===== src/design/usb_dblbuf_pkg.sv =====
package usb_dblbuf_pkg;
  localparam int DATA_W = 16;
  localparam int ADDR_W = 3;
  // register word indices
  localparam logic [2:0] OFS_ENDPOINT = 3'h0;
  localparam logic [2:0] OFS_IRQ_STATUS = 3'h1;
  localparam logic [2:0] OFS_IRQ_MASK = 3'h2;
  localparam logic [2:0] OFS_DESC_BASE = 3'h3;
  localparam logic [2:0] OFS_DESC_LAST = 3'h6;
  // endpoint_control_register fields
  localparam int RX_DONE_BIT = 15;
  localparam int RX_TOG_BIT = 14;
  localparam int STAT_RX_LSB = 12;
  localparam int TYPE_LSB = 9;
  localparam int KIND_BIT = 8;
  localparam int TX_DONE_BIT = 7;
  localparam int TX_TOG_BIT = 6;
  localparam int STAT_TX_LSB = 4;
  typedef enum logic [1:0] {
    STAT_DISABLED = 2'h0,
    STAT_STALL = 2'h1,
    STAT_NAK = 2'h2,
    STAT_VALID = 2'h3
  } ep_status_type;
  localparam logic [1:0] TYPE_BULK = 2'h0;
  // interrupt status bits
  localparam int IRQ_W = 4;
  localparam int IRQ_RX_DONE = 0;
  localparam int IRQ_TX_DONE = 1;
  localparam int IRQ_NAK_SENT = 2;
  localparam int IRQ_FAILED = 3;
  localparam logic [IRQ_W-1:0] IRQ_RESET = 4'h0;
  localparam logic [DATA_W-1:0] WORD_ZERO = 16'h0000;
endpackage : usb_dblbuf_pkg


===== src/design/usb_bulk_double_buffer.sv =====
// The implementer's own choices: the address map and the address-and-strobe port.
`timescale 1ns/100ps
module usb_bulk_double_buffer (
  input wire logic sys_clk_i,
  input wire logic rst_i,
  input wire logic [usb_dblbuf_pkg::ADDR_W-1:0] addr_i,
  input wire logic [usb_dblbuf_pkg::DATA_W-1:0] wdata_i,
  input wire logic wr_i,
  input wire logic rd_i,
  input wire logic token_i,
  input wire logic token_in_i,
  input wire logic xact_ok_i,
  input wire logic xact_fail_i,
  input wire logic [usb_dblbuf_pkg::DATA_W-1:0] rx_count_i,
  output logic [usb_dblbuf_pkg::DATA_W-1:0] rdata_o,
  output logic answer_valid_o,
  output logic [1:0] answer_status_o,
  output logic buf_sel_o,
  output logic [usb_dblbuf_pkg::DATA_W-1:0] buf_ptr_o,
  output logic [usb_dblbuf_pkg::DATA_W-1:0] buf_len_o,
  output logic irq_o
);

  ////////////////////////////////////////////////////////////////////////////
  // state

  logic rx_done_reg;
  logic tx_done_reg;
  logic rx_tog_reg;
  logic tx_tog_reg;
  logic [1:0] stat_rx_reg;
  logic [1:0] stat_tx_reg;
  logic [1:0] type_reg;
  logic kind_reg;
  logic dbl_active_reg;
  logic pending_reg;
  logic pend_in_reg;
  logic pend_buf_reg;
  logic [usb_dblbuf_pkg::IRQ_W-1:0] irq_status_reg;
  logic [usb_dblbuf_pkg::IRQ_W-1:0] irq_status_next;
  logic [usb_dblbuf_pkg::IRQ_W-1:0] irq_mask_reg;
  logic [usb_dblbuf_pkg::IRQ_W-1:0] irq_mask_next;
  logic [usb_dblbuf_pkg::DATA_W-1:0] desc_mem [4];

  logic wr_ep;
  logic dbl_cfg;
  logic dev_buf;
  logic conflict;
  logic [1:0] tok_stat;
  logic [1:0] eff_stat;
  logic done_ok;
  logic done_fail;
  logic [usb_dblbuf_pkg::IRQ_W-1:0] irq_events;
  logic [usb_dblbuf_pkg::DATA_W-1:0] ep_word;

  ////////////////////////////////////////////////////////////////////////////
  // decoding

  function automatic logic [1:0] effective_status(
    input logic [1:0] stat,
    input logic masking,
    input logic clash
  );
    // only a valid pair is masked; anything else programmed wins
    if (stat == usb_dblbuf_pkg::STAT_VALID && masking && clash)
    begin
      return usb_dblbuf_pkg::STAT_NAK;
    end
    return stat;
  endfunction : effective_status

  function automatic logic is_desc(input logic [2:0] a);
    return a >= usb_dblbuf_pkg::OFS_DESC_BASE
      && a <= usb_dblbuf_pkg::OFS_DESC_LAST;
  endfunction : is_desc

  assign wr_ep = wr_i && addr_i == usb_dblbuf_pkg::OFS_ENDPOINT;
  // bulk type plus kind bit set
  assign dbl_cfg = kind_reg && type_reg == usb_dblbuf_pkg::TYPE_BULK;
  // each token direction is gated by its own pair, so an unused pair
  // left disabled answers with the disabled status
  assign tok_stat = token_in_i ? stat_tx_reg : stat_rx_reg;
  assign eff_stat = effective_status(tok_stat, dbl_active_reg, conflict);
  assign done_ok = xact_ok_i && pending_reg;
  assign done_fail = xact_fail_i && pending_reg;

  buffer_select u_buffer_select (
    .dbl_i(dbl_cfg),
    .token_in_i(token_in_i),
    .rx_tog_i(rx_tog_reg),
    .tx_tog_i(tx_tog_reg),
    .dev_buf_o(dev_buf),
    .conflict_o(conflict)
  );

  ////////////////////////////////////////////////////////////////////////////
  // token answer and transaction tracking

  always_ff @(posedge sys_clk_i)
  begin
    if (rst_i)
    begin
      answer_valid_o <= 1'b0;
      answer_status_o <= usb_dblbuf_pkg::STAT_DISABLED;
      buf_sel_o <= 1'b0;
      buf_ptr_o <= usb_dblbuf_pkg::WORD_ZERO;
      buf_len_o <= usb_dblbuf_pkg::WORD_ZERO;
    end
    else
    begin
      answer_valid_o <= token_i;
      if (token_i)
      begin
        answer_status_o <= eff_stat;
        buf_sel_o <= dev_buf;
        buf_ptr_o <= desc_mem[{dev_buf, 1'b0}];
        buf_len_o <= desc_mem[{dev_buf, 1'b1}];
      end
    end
  end

  always_ff @(posedge sys_clk_i)
  begin
    if (rst_i)
    begin
      pending_reg <= 1'b0;
      pend_in_reg <= 1'b0;
      pend_buf_reg <= 1'b0;
    end
    else if (token_i)
    begin
      // only a transaction we accepted can complete
      pending_reg <= eff_stat == usb_dblbuf_pkg::STAT_VALID;
      pend_in_reg <= token_in_i;
      pend_buf_reg <= dev_buf;
    end
    else if (xact_ok_i || xact_fail_i)
    begin
      pending_reg <= 1'b0;
    end
  end

  always_ff @(posedge sys_clk_i)
  begin
    if (rst_i)
    begin
      dbl_active_reg <= 1'b0;
    end
    else if (!dbl_cfg)
    begin
      dbl_active_reg <= 1'b0;
    end
    else if (done_ok)
    begin
      dbl_active_reg <= 1'b1;
    end
  end

  ////////////////////////////////////////////////////////////////////////////
  // endpoint_control_register

  // completion flags: hardware set beats a software clear (write 0)
  always_ff @(posedge sys_clk_i)
  begin
    if (rst_i)
    begin
      rx_done_reg <= 1'b0;
      tx_done_reg <= 1'b0;
    end
    else
    begin
      if (done_ok && !pend_in_reg)
      begin
        rx_done_reg <= 1'b1;
      end
      else if (wr_ep && !wdata_i[usb_dblbuf_pkg::RX_DONE_BIT])
      begin
        rx_done_reg <= 1'b0;
      end
      if (done_ok && pend_in_reg)
      begin
        tx_done_reg <= 1'b1;
      end
      else if (wr_ep && !wdata_i[usb_dblbuf_pkg::TX_DONE_BIT])
      begin
        tx_done_reg <= 1'b0;
      end
    end
  end

  // toggles change only by toggling, so software and hardware
  // toggles in one cycle both take effect
  always_ff @(posedge sys_clk_i)
  begin
    if (rst_i)
    begin
      rx_tog_reg <= 1'b0;
      tx_tog_reg <= 1'b0;
    end
    else
    begin
      rx_tog_reg <= rx_tog_reg
        ^ (wr_ep && wdata_i[usb_dblbuf_pkg::RX_TOG_BIT])
        ^ (done_ok && !pend_in_reg);
      tx_tog_reg <= tx_tog_reg
        ^ (wr_ep && wdata_i[usb_dblbuf_pkg::TX_TOG_BIT])
        ^ (done_ok && pend_in_reg);
    end
  end

  // a failed transaction never reaches these updates
  always_ff @(posedge sys_clk_i)
  begin
    if (rst_i)
    begin
      stat_rx_reg <= usb_dblbuf_pkg::STAT_DISABLED;
      stat_tx_reg <= usb_dblbuf_pkg::STAT_DISABLED;
    end
    else if (wr_ep)
    begin
      stat_rx_reg <= wdata_i[usb_dblbuf_pkg::STAT_RX_LSB +: 2];
      stat_tx_reg <= wdata_i[usb_dblbuf_pkg::STAT_TX_LSB +: 2];
    end
    else if (done_ok && !dbl_active_reg)
    begin
      // ordinary flow control, also on the completion that enters double buffering; after that the pair keeps its status
      if (pend_in_reg)
      begin
        stat_tx_reg <= usb_dblbuf_pkg::STAT_NAK;
      end
      else
      begin
        stat_rx_reg <= usb_dblbuf_pkg::STAT_NAK;
      end
    end
  end

  always_ff @(posedge sys_clk_i)
  begin
    if (rst_i)
    begin
      type_reg <= usb_dblbuf_pkg::TYPE_BULK;
      kind_reg <= 1'b0;
    end
    else if (wr_ep)
    begin
      type_reg <= wdata_i[usb_dblbuf_pkg::TYPE_LSB +: 2];
      kind_reg <= wdata_i[usb_dblbuf_pkg::KIND_BIT];
    end
  end

  ////////////////////////////////////////////////////////////////////////////
  // descriptor entries

  // count write-back on success of a reception only; it beats a
  // software write to the same cycle
  always_ff @(posedge sys_clk_i)
  begin
    if (rst_i)
    begin
      for (int i = 0; i < 4; i++)
      begin
        desc_mem[i] <= usb_dblbuf_pkg::WORD_ZERO;
      end
    end
    else if (done_ok && !pend_in_reg)
    begin
      desc_mem[{pend_buf_reg, 1'b1}] <= rx_count_i;
    end
    else if (wr_i && is_desc(addr_i))
    begin
      desc_mem[2'(addr_i - usb_dblbuf_pkg::OFS_DESC_BASE)] <= wdata_i;
    end
  end

  ////////////////////////////////////////////////////////////////////////////
  // interrupts

  always_comb
  begin
    irq_events = usb_dblbuf_pkg::IRQ_RESET;
    irq_events[usb_dblbuf_pkg::IRQ_RX_DONE] = done_ok && !pend_in_reg;
    irq_events[usb_dblbuf_pkg::IRQ_TX_DONE] = done_ok && pend_in_reg;
    irq_events[usb_dblbuf_pkg::IRQ_NAK_SENT] = token_i
      && eff_stat == usb_dblbuf_pkg::STAT_NAK;
    irq_events[usb_dblbuf_pkg::IRQ_FAILED] = done_fail;
    irq_status_next = irq_status_reg;
    if (rd_i && addr_i == usb_dblbuf_pkg::OFS_IRQ_STATUS)
    begin
      irq_status_next = usb_dblbuf_pkg::IRQ_RESET;
    end
    // an event in the clearing read's cycle survives
    irq_status_next = irq_status_next | irq_events;
    irq_mask_next = irq_mask_reg;
    if (wr_i && addr_i == usb_dblbuf_pkg::OFS_IRQ_MASK)
    begin
      irq_mask_next = wdata_i[usb_dblbuf_pkg::IRQ_W-1:0];
    end
  end

  always_ff @(posedge sys_clk_i)
  begin
    if (rst_i)
    begin
      irq_status_reg <= usb_dblbuf_pkg::IRQ_RESET;
      irq_mask_reg <= usb_dblbuf_pkg::IRQ_RESET;
      irq_o <= 1'b0;
    end
    else
    begin
      irq_status_reg <= irq_status_next;
      irq_mask_reg <= irq_mask_next;
      // from next values so the output tracks the status without lag
      irq_o <= |(irq_status_next & irq_mask_next);
    end
  end

  ////////////////////////////////////////////////////////////////////////////
  // read port

  always_comb
  begin
    ep_word = usb_dblbuf_pkg::WORD_ZERO;
    ep_word[usb_dblbuf_pkg::RX_DONE_BIT] = rx_done_reg;
    ep_word[usb_dblbuf_pkg::RX_TOG_BIT] = rx_tog_reg;
    ep_word[usb_dblbuf_pkg::STAT_RX_LSB +: 2] = stat_rx_reg;
    ep_word[usb_dblbuf_pkg::TYPE_LSB +: 2] = type_reg;
    ep_word[usb_dblbuf_pkg::KIND_BIT] = kind_reg;
    ep_word[usb_dblbuf_pkg::TX_DONE_BIT] = tx_done_reg;
    ep_word[usb_dblbuf_pkg::TX_TOG_BIT] = tx_tog_reg;
    ep_word[usb_dblbuf_pkg::STAT_TX_LSB +: 2] = stat_tx_reg;
  end

  always_ff @(posedge sys_clk_i)
  begin
    if (rst_i || !rd_i)
    begin
      rdata_o <= usb_dblbuf_pkg::WORD_ZERO;
    end
    else if (addr_i == usb_dblbuf_pkg::OFS_ENDPOINT)
    begin
      rdata_o <= ep_word;
    end
    else if (addr_i == usb_dblbuf_pkg::OFS_IRQ_STATUS)
    begin
      rdata_o <= {12'h000, irq_status_reg};
    end
    else if (addr_i == usb_dblbuf_pkg::OFS_IRQ_MASK)
    begin
      rdata_o <= {12'h000, irq_mask_reg};
    end
    else if (is_desc(addr_i))
    begin
      rdata_o <= desc_mem[2'(addr_i - usb_dblbuf_pkg::OFS_DESC_BASE)];
    end
    else
    begin
      rdata_o <= usb_dblbuf_pkg::WORD_ZERO;
    end
  end
endmodule : usb_bulk_double_buffer


===== src/design/buffer_select.sv =====
`timescale 1ns/100ps
module buffer_select (
  input wire logic dbl_i,
  input wire logic token_in_i,
  input wire logic rx_tog_i,
  input wire logic tx_tog_i,
  output logic dev_buf_o,
  output logic conflict_o
);
  logic software_buffer_flag;

  always_comb
  begin
    if (dbl_i)
    begin
      dev_buf_o = token_in_i ? tx_tog_i : rx_tog_i;
      software_buffer_flag = token_in_i ? rx_tog_i : tx_tog_i;
      conflict_o = (dev_buf_o == software_buffer_flag);
    end
    else
    begin
      // single buffering: IN uses transmit entries, OUT receive entries
      dev_buf_o = ~token_in_i;
      software_buffer_flag = token_in_i;
      conflict_o = 1'b0;
    end
  end
endmodule : buffer_select


===== config.mk =====
export PLATFORM = sky130hd
export DESIGN_NAME = usb_bulk_double_buffer
export DESIGN_NICKNAME = d
export VERILOG_FILES = /design/src/design/usb_dblbuf_pkg.sv /design/src/design/usb_bulk_double_buffer.sv /design/src/design/buffer_select.sv
export SDC_FILE = /design/constraint.sdc
export NUM_CORES = 1
export LEC_CHECK = 0
export ABC_AREA = 1
export BUFFER_PORTS_ARGS = -buffer_cell sky130_fd_sc_hd__buf_2
export CAP_MARGIN = 10
export CORE_MARGIN = 8
export CORE_UTILIZATION = 31
export DETAILED_ROUTE_END_ITERATION = 8
export GPL_TIMING_DRIVEN = 1
export MAX_ROUTING_LAYER = met4
export SETUP_SLACK_MARGIN = 0.15
export SLEW_MARGIN = 20
export SYNTH_ARGS = -nofsm -noshare
export SYNTH_HDL_FRONTEND = slang
export SYNTH_SLANG_ARGS = --single-unit

===== constraint.sdc =====
create_clock -name sys_clk_i -period 8.8 [get_ports sys_clk_i]
set_input_delay 1.76 -clock sys_clk_i [delete_from_list [all_inputs] [get_ports sys_clk_i]]
set_output_delay 1.76 -clock sys_clk_i [all_outputs]
set_load 0.02 [all_outputs]

==> run metrics, run 1 <==
status=completed; clock buffer count from CTS=17; crit path launch=addr_i[0]; Power, Total=1.61 mW; multi-input combinational cell area=0.00240 mm2; Mapped Nets=853; commonest non-fill, non-tap cell in the layout=nand2_1; Post-Syn Area=0.00641 mm2; CP Capture Type=flop; maxcap violations=0; cell internal pwr=1.19 mW; Sw Pwr=0.419 mW; Final nets=928; combinational power share=0.107; Hold WC Path Type=reg2reg; Sw Ratio=0.260; Final Skew=0.00936 ns; CTS tree=built; # rows=52; core area=0.0203 mm2; Final setup viols=0; DR WL/cell=16.1 um; GRT Total Usage=0.151; CTS Sinks=139; H-Tree Depth=4; Final Max Slew Viols=0; r2r setup slk=6.08 ns; PD cells=211 mW/mm2; synthesized instance count=806; pin count of the biggest net entering global routing=72; Post CTS Setup Buffer Count=0; R2R cell count=8; critical path endpoint=desc_mem[0][13]; worst vdd ir=0.103 mV; register area=0.00342 mm2; # IOs=96; largest register by flop count=desc_mem; unrepaired setup endpoints after global routing=no; DRT Wirelength=18800 um; Period minus WS final=5.04 ns; LEAKAGE=3.48 nW; worst reg2reg path endpoint=desc_mem[1][9]; clock-pin slew on the worst setup and hold paths=0.06 ns; Initial Util=0.316; placed cell area=0.00704 mm2; Slew headroom=0.398; Yosys reg bits=139; Remaining DRCs=0; Worst Path Arrival=5.04 ns; Clk network pwr share=0.438; Hold Vio Cnt, Final=0; CP required=8.80 ns; most frequent cells in the layout=nand2_1 (163), nor2_1 (113), buf_2 (95); port bufs=95; final instance area=0.00763 mm2; Crit Path Max Fanout=48; die area=0.0255 mm2; Die X-Extent=160 um; Final ANT Viol Nets=0; mean area per synthesized cell=7.96 um2; total vias in the final route=5565; Least-Margin Pin Slew=0.900 ns; DR iter-0 viols=438; share of power burned in registers=0.455; Clock Tree Buf Depth=2; DP HPWL=13700 um; Max Clock Freq=0.199 GHz; Overflow after GRT=0; post-cts hold buffer count=0; Root Driver=clkbuf_16; vias in the first global route=5350; slack of the critical path=3.76 ns; register area share after synthesis=0.534; clk_lat worst skew=0.43 ns; Yosys Warn Count=0; die height=160 um; critical path class=in2reg; DP Worst Slack=3.41 ns; fill count=2127; Final GP Congestion=0.847; first-pass GRT wire length=29300 um; max reg flops=64; area delta synth->final=18.9%; Cell variety after synth=28; share of cells above drive strength 1=0.168; antenna violations before repair=1; vias per inst=4.78; Worst setup SP type=primary input; cts repair resizes=0; period utilisation layout=0.572; Reg-to-Reg Start=pending_reg; Sum Neg Setup Slack=0 ns; drt first pass iters=6
==> routing by layer <==
layer | wire (um) | global-route usage
met1 | 8070 | 0.175
met2 | 9220 | 0.244
met3 | 961 | 0.0373
met4 | 551 | 0.0684
met5 | 0 | -
==> power by group through the flow <==
stage	Combinational [mW]	Sequential, mW	Clock, mW
floorplan	0.0966	0.756	0
global placement	0.171	0.746	0
detailed placement	0.173	0.746	0
CTS	0.174	0.732	0.713
global route	0.192	0.735	0.739
finish	0.172	0.732	0.704
==> worst min-delay path by stage <==
stage              startpoint              to  slack, ns  cells past startpoint
5_1_grt           tx_done_reg     tx_done_reg       0.50                      2
6_report          type_reg[1]     type_reg[1]       0.47                      2
3_5_place_dp   stat_tx_reg[1]  stat_tx_reg[1]       0.46                      2
3_3_place_gp      tx_done_reg     tx_done_reg       0.46                      2
2_1_floorplan  stat_rx_reg[1]  stat_rx_reg[1]       0.44                      2
4_1_cts           type_reg[1]     type_reg[1]       0.47                      2
==> critical path: stages <==
cell      delay (ns)
buf_2           0.64
inv_1           0.63
ha_1            0.47
buf_4           0.30
clkinv_1        0.39
nand3_4         0.34
nand2_1         0.46
==> kinds of logic (layout without fill, tap and decap cells) <==
group | count (synthesis) | count (layout) | synth area share
buffers and inverters | 142 | 230 | 0.0923
other | 0 | 1 | 0
DFF | 139 | 139 | 0.534
adders and majority gates | 4 | 4 | 0.00781
xor gates and xnor gates | 1 | 1 | 0.00137
AOI/OAI and AO/OA | 165 | 165 | 0.132
and+or+nand+nor | 355 | 355 | 0.233
==> per-stage QoR <==
stage | cells | hold WS, ns | util
after floorplan | 806 | 0.443 | -
after global placement | 1132 | 0.463 | 0.347
after detailed placement | 1132 | 0.463 | 0.347
after CTS | 1164 | 0.473 | 0.376
after global routing | 1165 | 0.500 | 0.376
final | 1165 | 0.469 | 0.376
==> synthesized netlist by cell type <==
master	number	area, um2
inv_2	3	11.3
dfxtp_1	75	1500
buf_2	20	100
nand3_2	2	20.0
o211ai_1	1	7.51
nor2_2	7	43.8
a21oi_1	80	400
or2_2	2	12.5
nand3b_1	1	7.51
buf_4	1	7.51
nand3_4	2	35.0
nor2_4	1	11.3
xor2_1	1	8.76
nand3_1	60	300
buf_6	4	45.0
nand2_1	163	612
a211oi_1	2	15.0
clkbuf_1	16	60.1
clkinv_1	1	3.75
inv_1	94	353
ha_1	4	50.1
o22ai_1	11	68.8
nand4_1	1	6.26
edfxtp_1	64	1920
o21ai_0	71	355
nor2_1	113	424
buf_1	3	11.3
nand2_2	3	18.8
==> final cells by class <==
| class | instances | area share |
|---|---|---|
| clock buffer | 24 | 0.0702 |
| timing repair buffer | 100 | 0.0673 |
| tap | 270 | 0.0443 |
| clock inverter | 8 | 0.00656 |
| antenna | 1 | 0.000328 |
| inverter | 98 | 0.0482 |
| multi-input combinational | 525 | 0.314 |
| sequential | 139 | 0.449 |
(Power assumes the default switching activity.)
==> inputs of run 2 (changes only) <==
clock period = 5.01 ns   (was 8.8 ns; I/O delays follow)
==> run metrics, run 2 (synthesis gave the netlist of run 1 again) <==
DR iter-0 viols=566 (was 438); vias per inst=4.83 (was 4.78); Root Driver=clkbuf_16 (unchanged); total vias in the final route=5651 (was 5565); port bufs=95 (unchanged); antenna violations before repair=0 (was 1); cell internal pwr=2.20 mW (was 1.19 mW); die height=160 um (unchanged); H-Tree Depth=4 (unchanged); slack of the critical path=1.58 ns (was 3.76 ns); drt first pass iters=6 (unchanged); vias in the first global route=5368 (was 5350); die area=0.0255 mm2 (unchanged); clock buffer count from CTS=17 (unchanged); Slew headroom=0.331 (was 0.398); Least-Margin Pin Slew=1.00 ns (was 0.900 ns); status=completed (unchanged); most frequent cells in the layout=nand2_1 (163), nor2_1 (113), buf_2 (95) (unchanged); Crit Path Max Fanout=47 (was 48); Final Skew=0.00777 ns (was 0.00936 ns); DR WL/cell=16.3 um (was 16.1 um); LEAKAGE=3.52 nW (was 3.48 nW); Sw Pwr=0.727 mW (was 0.419 mW); # rows=52 (unchanged); Initial Util=0.316 (unchanged); Remaining DRCs=0 (unchanged); core area=0.0203 mm2 (unchanged); placed cell area=0.00708 mm2 (was 0.00704 mm2); unrepaired setup endpoints after global routing=no (unchanged); clk_lat worst skew=0.41 ns (was 0.43 ns); multi-input combinational cell area=0.00240 mm2 (unchanged); Final Max Slew Viols=0 (unchanged); Sum Neg Setup Slack=0 ns (unchanged); cts repair resizes=0 (unchanged); Layout Utilization=0.380 (was 0.376); Final nets=933 (was 928); Worst setup SP type=primary input (unchanged); period utilisation layout=0.684; DP HPWL=13800 um (was 13700 um); CP required=5.05 ns (was 8.80 ns); register area=0.00342 mm2 (unchanged); Overflow after GRT=0 (unchanged); DRT Wirelength=19100 um (was 18800 um); Sw Ratio=0.249 (was 0.260); Max Clock Freq=0.292 GHz; CTS tree=built (unchanged); maxcap violations=0 (unchanged); final instance area=0.00771 mm2 (was 0.00763 mm2); Period minus WS final=3.43 ns; pin count of the biggest net entering global routing=51 (was 72); Die X-Extent=160 um (unchanged); largest register by flop count=desc_mem (unchanged); Final setup viols=0 (unchanged); Clock Tree Buf Depth=2 (unchanged); Post CTS Setup Buffer Count=0 (unchanged); DP Worst Slack=1.18 ns (was 3.41 ns); commonest non-fill, non-tap cell in the layout=nand2_1 (unchanged); Clk network pwr share=0.456 (was 0.438); Worst Path Arrival=3.47 ns (was 5.04 ns); clock-pin slew on the worst setup and hold paths=0.06 ns (about the same); Final GP Congestion=0.826 (was 0.847); PD cells=380 mW/mm2 (was 211 mW/mm2); combinational power share=0.105 (was 0.107); Hold Vio Cnt, Final=0 (unchanged); worst vdd ir=0.202 mV (was 0.103 mV); Final ANT Viol Nets=0 (unchanged); # IOs=96 (unchanged); fill count=2113 (was 2127); first-pass GRT wire length=29700 um (was 29300 um); max reg flops=64 (unchanged); share of cells above drive strength 1=0.171 (was 0.168); GRT Total Usage=0.153 (was 0.151); CP Capture Type=flop (unchanged); CTS Sinks=139 (unchanged); share of power burned in registers=0.439 (was 0.455); Hold WC Path Type=reg2reg (unchanged); post-cts hold buffer count=0 (unchanged); area delta synth->final=20.2% (was 18.9%); critical path class=in2reg (unchanged)
==> run 2: changes by cell type in the layout (fill, tap and decap cells not counted) <==
cell	before	now
clkbuf_16	20	17
inv_4	3	0
clkinv_4	1	2
clkbuf_1	2	1
clkinvlp_4	1	2
buf_4	5	10
clkinv_1	1	3
bufinv_16	0	4
clkinv_2	3	2
==> run 2: worst paths after layout <==
kind | start | to | slack [ns] | depth (start not counted)
setup / recovery | addr_i[0] | desc_mem[0][10] | 1.58 | 9
hold / removal | irq_mask_reg[2] | irq_mask_reg[2] | 0.48 | 2
setup reg to reg | pending_reg | desc_mem[0][10] | 2.38 | 7
hold reg to reg | irq_mask_reg[2] | irq_mask_reg[2] | 0.48 | 2
==> run 2: metal layers <==
layer | vias to the layer above | wire length [um] | part of all wire | global-route usage
met2 | 195 | 9310 | 0.49 | 0.248
met3 | 24 | 1120 | 0.059 | 0.0301
met1 | 2651 | 8280 | 0.43 | 0.187
li1 | 2781 | - | - | -
met4 | 0 | 337 | 0.018 | 0.0544
met5 | - | 0 | 0 | -
==> run 2: cell type report <==
| type | count | area share |
|---|---|---|
| Inverter | 98 | 0.0477 |
| Clock buffer | 20 | 0.0593 |
| Multi-Input combinational cell | 525 | 0.311 |
| Antenna cell | 1 | 0.000325 |
| Timing Repair Buffer | 105 | 0.0714 |
| Sequential cell | 139 | 0.444 |
| Tap cell | 270 | 0.0438 |
| Clock inverter | 12 | 0.0221 |
==> run 2: stage by stage <==
stage | total power, mW | hold WS (ns) | cells
3_3_place_gp | 1.62 | 0.461 | 1137
4_1_cts | 2.95 | 0.473 | 1169
3_5_place_dp | 1.62 | 0.463 | 1137
6_report | 2.93 | 0.476 | 1170
2_1_floorplan | 1.50 | 0.443 | 806
5_1_grt | 3.04 | 0.511 | 1169
==> run 2: worst max-delay path, cell delays in order <==
cell and delay, ns:
buf_2 0.09, buf_4 0.41, ha_1 0.23, nor2_1 0.04, nand2_1 0.07, nand2_2 0.08
nor2_4 0.54, nand3_4 0.35, nand2_1 0.64
==> run 2: power by group through the flow <==
stage                     clock (mW)  combinational, mW  sequential (mW)
after global routing            1.40              0.343             1.29
final                           1.33              0.308             1.28
after global placement             0              0.307             1.31
after floorplan                    0              0.170             1.33
after CTS                       1.35              0.312             1.28
after detailed placement           0              0.310             1.31
==> inputs of run 3 (changes only) <==
ABC_AREA = 0   (was 1)
clock period = 2.9 ns   (was 5.01 ns; I/O delays follow)
==> run metrics, run 3 <==
DP HPWL=12600 um (was 13800 um); DP Worst Slack=0.326 ns (was 1.18 ns); Root Driver=clkbuf_16 (unchanged); area share of the largest cell type after synthesis=0.311 (was 0.300); GRT Total Usage=0.145 (was 0.153); die height=157 um (was 160 um); vias in the first global route=4590 (was 5368); Initial Util=0.317 (was 0.316); # rows=51 (was 52); CTS Sinks=139 (unchanged); Power, Total=5.03 mW (was 2.93 mW); synth cell count leaders=nand2_1 (95), nor2_1 (83), dfxtp_1 (75) (was nand2_1 (163), nor2_1 (113), inv_1 (94)); Worst Path Arrival=2.23 ns (was 3.47 ns); CP cell instances=buf_2 > inv_1 > ha_1 > and3b_2 > a2111oi_4 > buf_4 > nand4_4 > nand2_4 (was buf_2 > buf_4 > ha_1 > nor2_1 > nand2_1 > nand2_2 > nor2_4 > nand3_4 > nand2_1); status=completed (unchanged); Final nets=726 (was 933); commonest non-fill, non-tap cell in the layout=buf_2 (was nand2_1); DRT Wirelength=17300 um (was 19100 um); die area=0.0247 mm2 (was 0.0255 mm2); CTS tree=built (unchanged); Hold WC Path Type=in2reg (was reg2reg); Die X-Extent=157 um (was 160 um); delay-heaviest family, CP=simple AND/OR/NAND/NOR gates (unchanged); CP required=2.99 ns (was 5.05 ns); post-synth top area cell=edfxtp_1 (unchanged); Period minus WS final=2.14 ns; Final setup viols=0 (unchanged); vias per inst=4.96 (was 4.83); H-Tree Depth=4 (unchanged); EDFF count, synth=64 (unchanged); critical path class=in2reg (unchanged); unrepaired setup endpoints after global routing=no (unchanged); register area share after synthesis=0.554 (was 0.534); Least-Margin Pin Slew=0.685 ns (was 1.00 ns); Max Clock Freq=0.468 GHz; drt first pass iters=5 (was 6); final instance area=0.00758 mm2 (was 0.00771 mm2); most frequent cells in the layout=buf_2 (95), nand2_1 (91), nor2_1 (83) (was nand2_1 (163), nor2_1 (113), buf_2 (95)); first-pass GRT wire length=26600 um (was 29700 um); total vias in the final route=4744 (was 5651); Area contributors post-synth=edfxtp_1 (31%), dfxtp_1 (24%), mux4_2 (5.8%), nand2_1 (5.8%), nor2_1 (5.0%) (was edfxtp_1 (30%), dfxtp_1 (23%), nand2_1 (9.5%), nor2_1 (6.6%), a21oi_1 (6.2%)); period utilisation layout=0.737; mean area per synthesized cell=10.4 um2 (was 7.96 um2); largest register by flop count=desc_mem (unchanged); Hold Vio Cnt, Final=0 (unchanged); pin count of the biggest net entering global routing=74 (was 51); most frequent cell after synthesis=nand2_1 (unchanged); Crit Path Max Fanout=18 (was 47); WP buf/inv=3 (was 2); Post-Syn Area=0.00618 mm2 (was 0.00641 mm2); synthesized instance count=592 (was 806); Final ANT Viol Nets=0 (unchanged); slack of the critical path=0.764 ns (was 1.58 ns); Slew headroom=0.543 (was 0.331); placed cell area=0.00697 mm2 (was 0.00708 mm2); Post CTS Setup Buffer Count=0 (unchanged); LEAKAGE=3.11 nW (was 3.52 nW); antenna violations before repair=0 (unchanged); area delta synth->final=22.6% (was 20.2%); Final Skew=0.00889 ns (was 0.00777 ns); CP Capture Type=flop (unchanged); Yosys Warn Count=0 (unchanged); port bufs=95 (unchanged); Mapped Nets=639 (was 853); clock-pin slew on the worst setup and hold paths=0.06 ns (about the same); max reg flops=64 (unchanged); # IOs=96 (unchanged); Cell variety after synth=48 (was 28); Clock Tree Buf Depth=2 (unchanged); share of cells above drive strength 1=0.256 (was 0.171); Max stage delay on crit path=0.32 ns (was 0.64 ns); PD cells=663 mW/mm2 (was 380 mW/mm2); post-cts hold buffer count=0 (unchanged); clock buffer count from CTS=17 (unchanged); Top FF cell, synth=dfxtp_1 (unchanged); Overflow after GRT=0 (unchanged); Sum Neg Setup Slack=0 ns (unchanged); worst vdd ir=0.342 mV (was 0.202 mV); DR iter-0 viols=423 (was 566); Slowest-stage cell, CP=buf_4 (was nand2_1); Yosys reg bits=139 (unchanged); clk_lat worst skew=0.42 ns (was 0.41 ns); Final Max Slew Viols=0 (unchanged); Final GP Congestion=0.842 (was 0.826); cts repair resizes=0 (unchanged); maxcap violations=0 (unchanged); diode count=0 (was 1); DR WL/cell=18.0 um (was 16.3 um); core area=0.0195 mm2 (was 0.0203 mm2); Remaining DRCs=0 (unchanged); ys async rst share=0 (unchanged); Worst setup SP type=primary input (unchanged)
==> run 3: cell count changes after synthesis, sizes merged, moves of 15 or more <==
| cell | delta |
|---|---|
| a21oi | -48 |
| nand3 | -62 |
| nor2 | -38 |
| o21ai | -57 |
| a311oi | +32 |
| mux4 | +16 |
| a32oi | +16 |
| nor3 | +21 |
| buf | -15 |
| nand2 | -71 |
| inv | -62 |
==> run 3: metal layers <==
| layer | vias to the layer above | track usage | wire, um | share of wire |
|---|---|---|---|---|
| met5 | - | - | 0 | 0 |
| met4 | 0 | 0.0648 | 442 | 0.026 |
| met3 | 32 | 0.0263 | 953 | 0.055 |
| met2 | 204 | 0.202 | 7430 | 0.43 |
| met1 | 2206 | 0.201 | 8430 | 0.49 |
| li1 | 2302 | - | - | - |
==> run 3: cells by family after synthesis <==
family	count (synthesis)	synth area share
buf+inv	78	0.0540
xor+xnor	5	0.00708
flops	139	0.554
compound gates	115	0.135
fa+ha+maj	4	0.00810
simple gates	227	0.171
mux	24	0.0714
==> run 3: per-stage QoR <==
step	cells	util	hold WS, ns
after floorplan	592	-	0.419
after global placement	925	0.357	0.427
after detailed placement	925	0.357	0.443
after CTS	957	0.388	0.416
after global routing	957	0.388	0.437
final	957	0.388	0.434
==> run 3: worst paths after layout <==
path	to	cells after the start	slack, ns	start
worst max-delay path	desc_mem[2][8]	8	0.76	addr_i[0]
worst min-delay path	stat_rx_reg[0]	3	0.43	wdata_i[12]
worst max register to register	desc_mem[2][8]	5	1.01	pend_in_reg
worst min register to register	rdata_o[7]	2	0.46	tx_done_reg
==> run 3: final cells by class <==
| class | count | area (um2) |
|---|---|---|
| fill | 1956 | 11900 |
| sequential | 139 | 3420 |
| multi-input combinational | 375 | 2460 |
| timing repair buffer | 110 | 613 |
| clock buffer | 21 | 472 |
| tap | 265 | 332 |
| clock inverter | 11 | 143 |
| inverter | 36 | 135 |
==> run 3: tightest hold or removal path: cells and delay by family <==
kind,cells,cell delay (ns)
buffers and inverters,1,0.11
AND/OR/NAND/NOR,1,0.06
AO/OA/AOI/OAI,1,0.05
==> run 3: report_power, final <==
part           internal [mW]  switching (mW)  leakage [nW]
combinational          0.201           0.347          1.58
sequential              2.17          0.0650          1.23
clock                   1.42           0.818         0.300
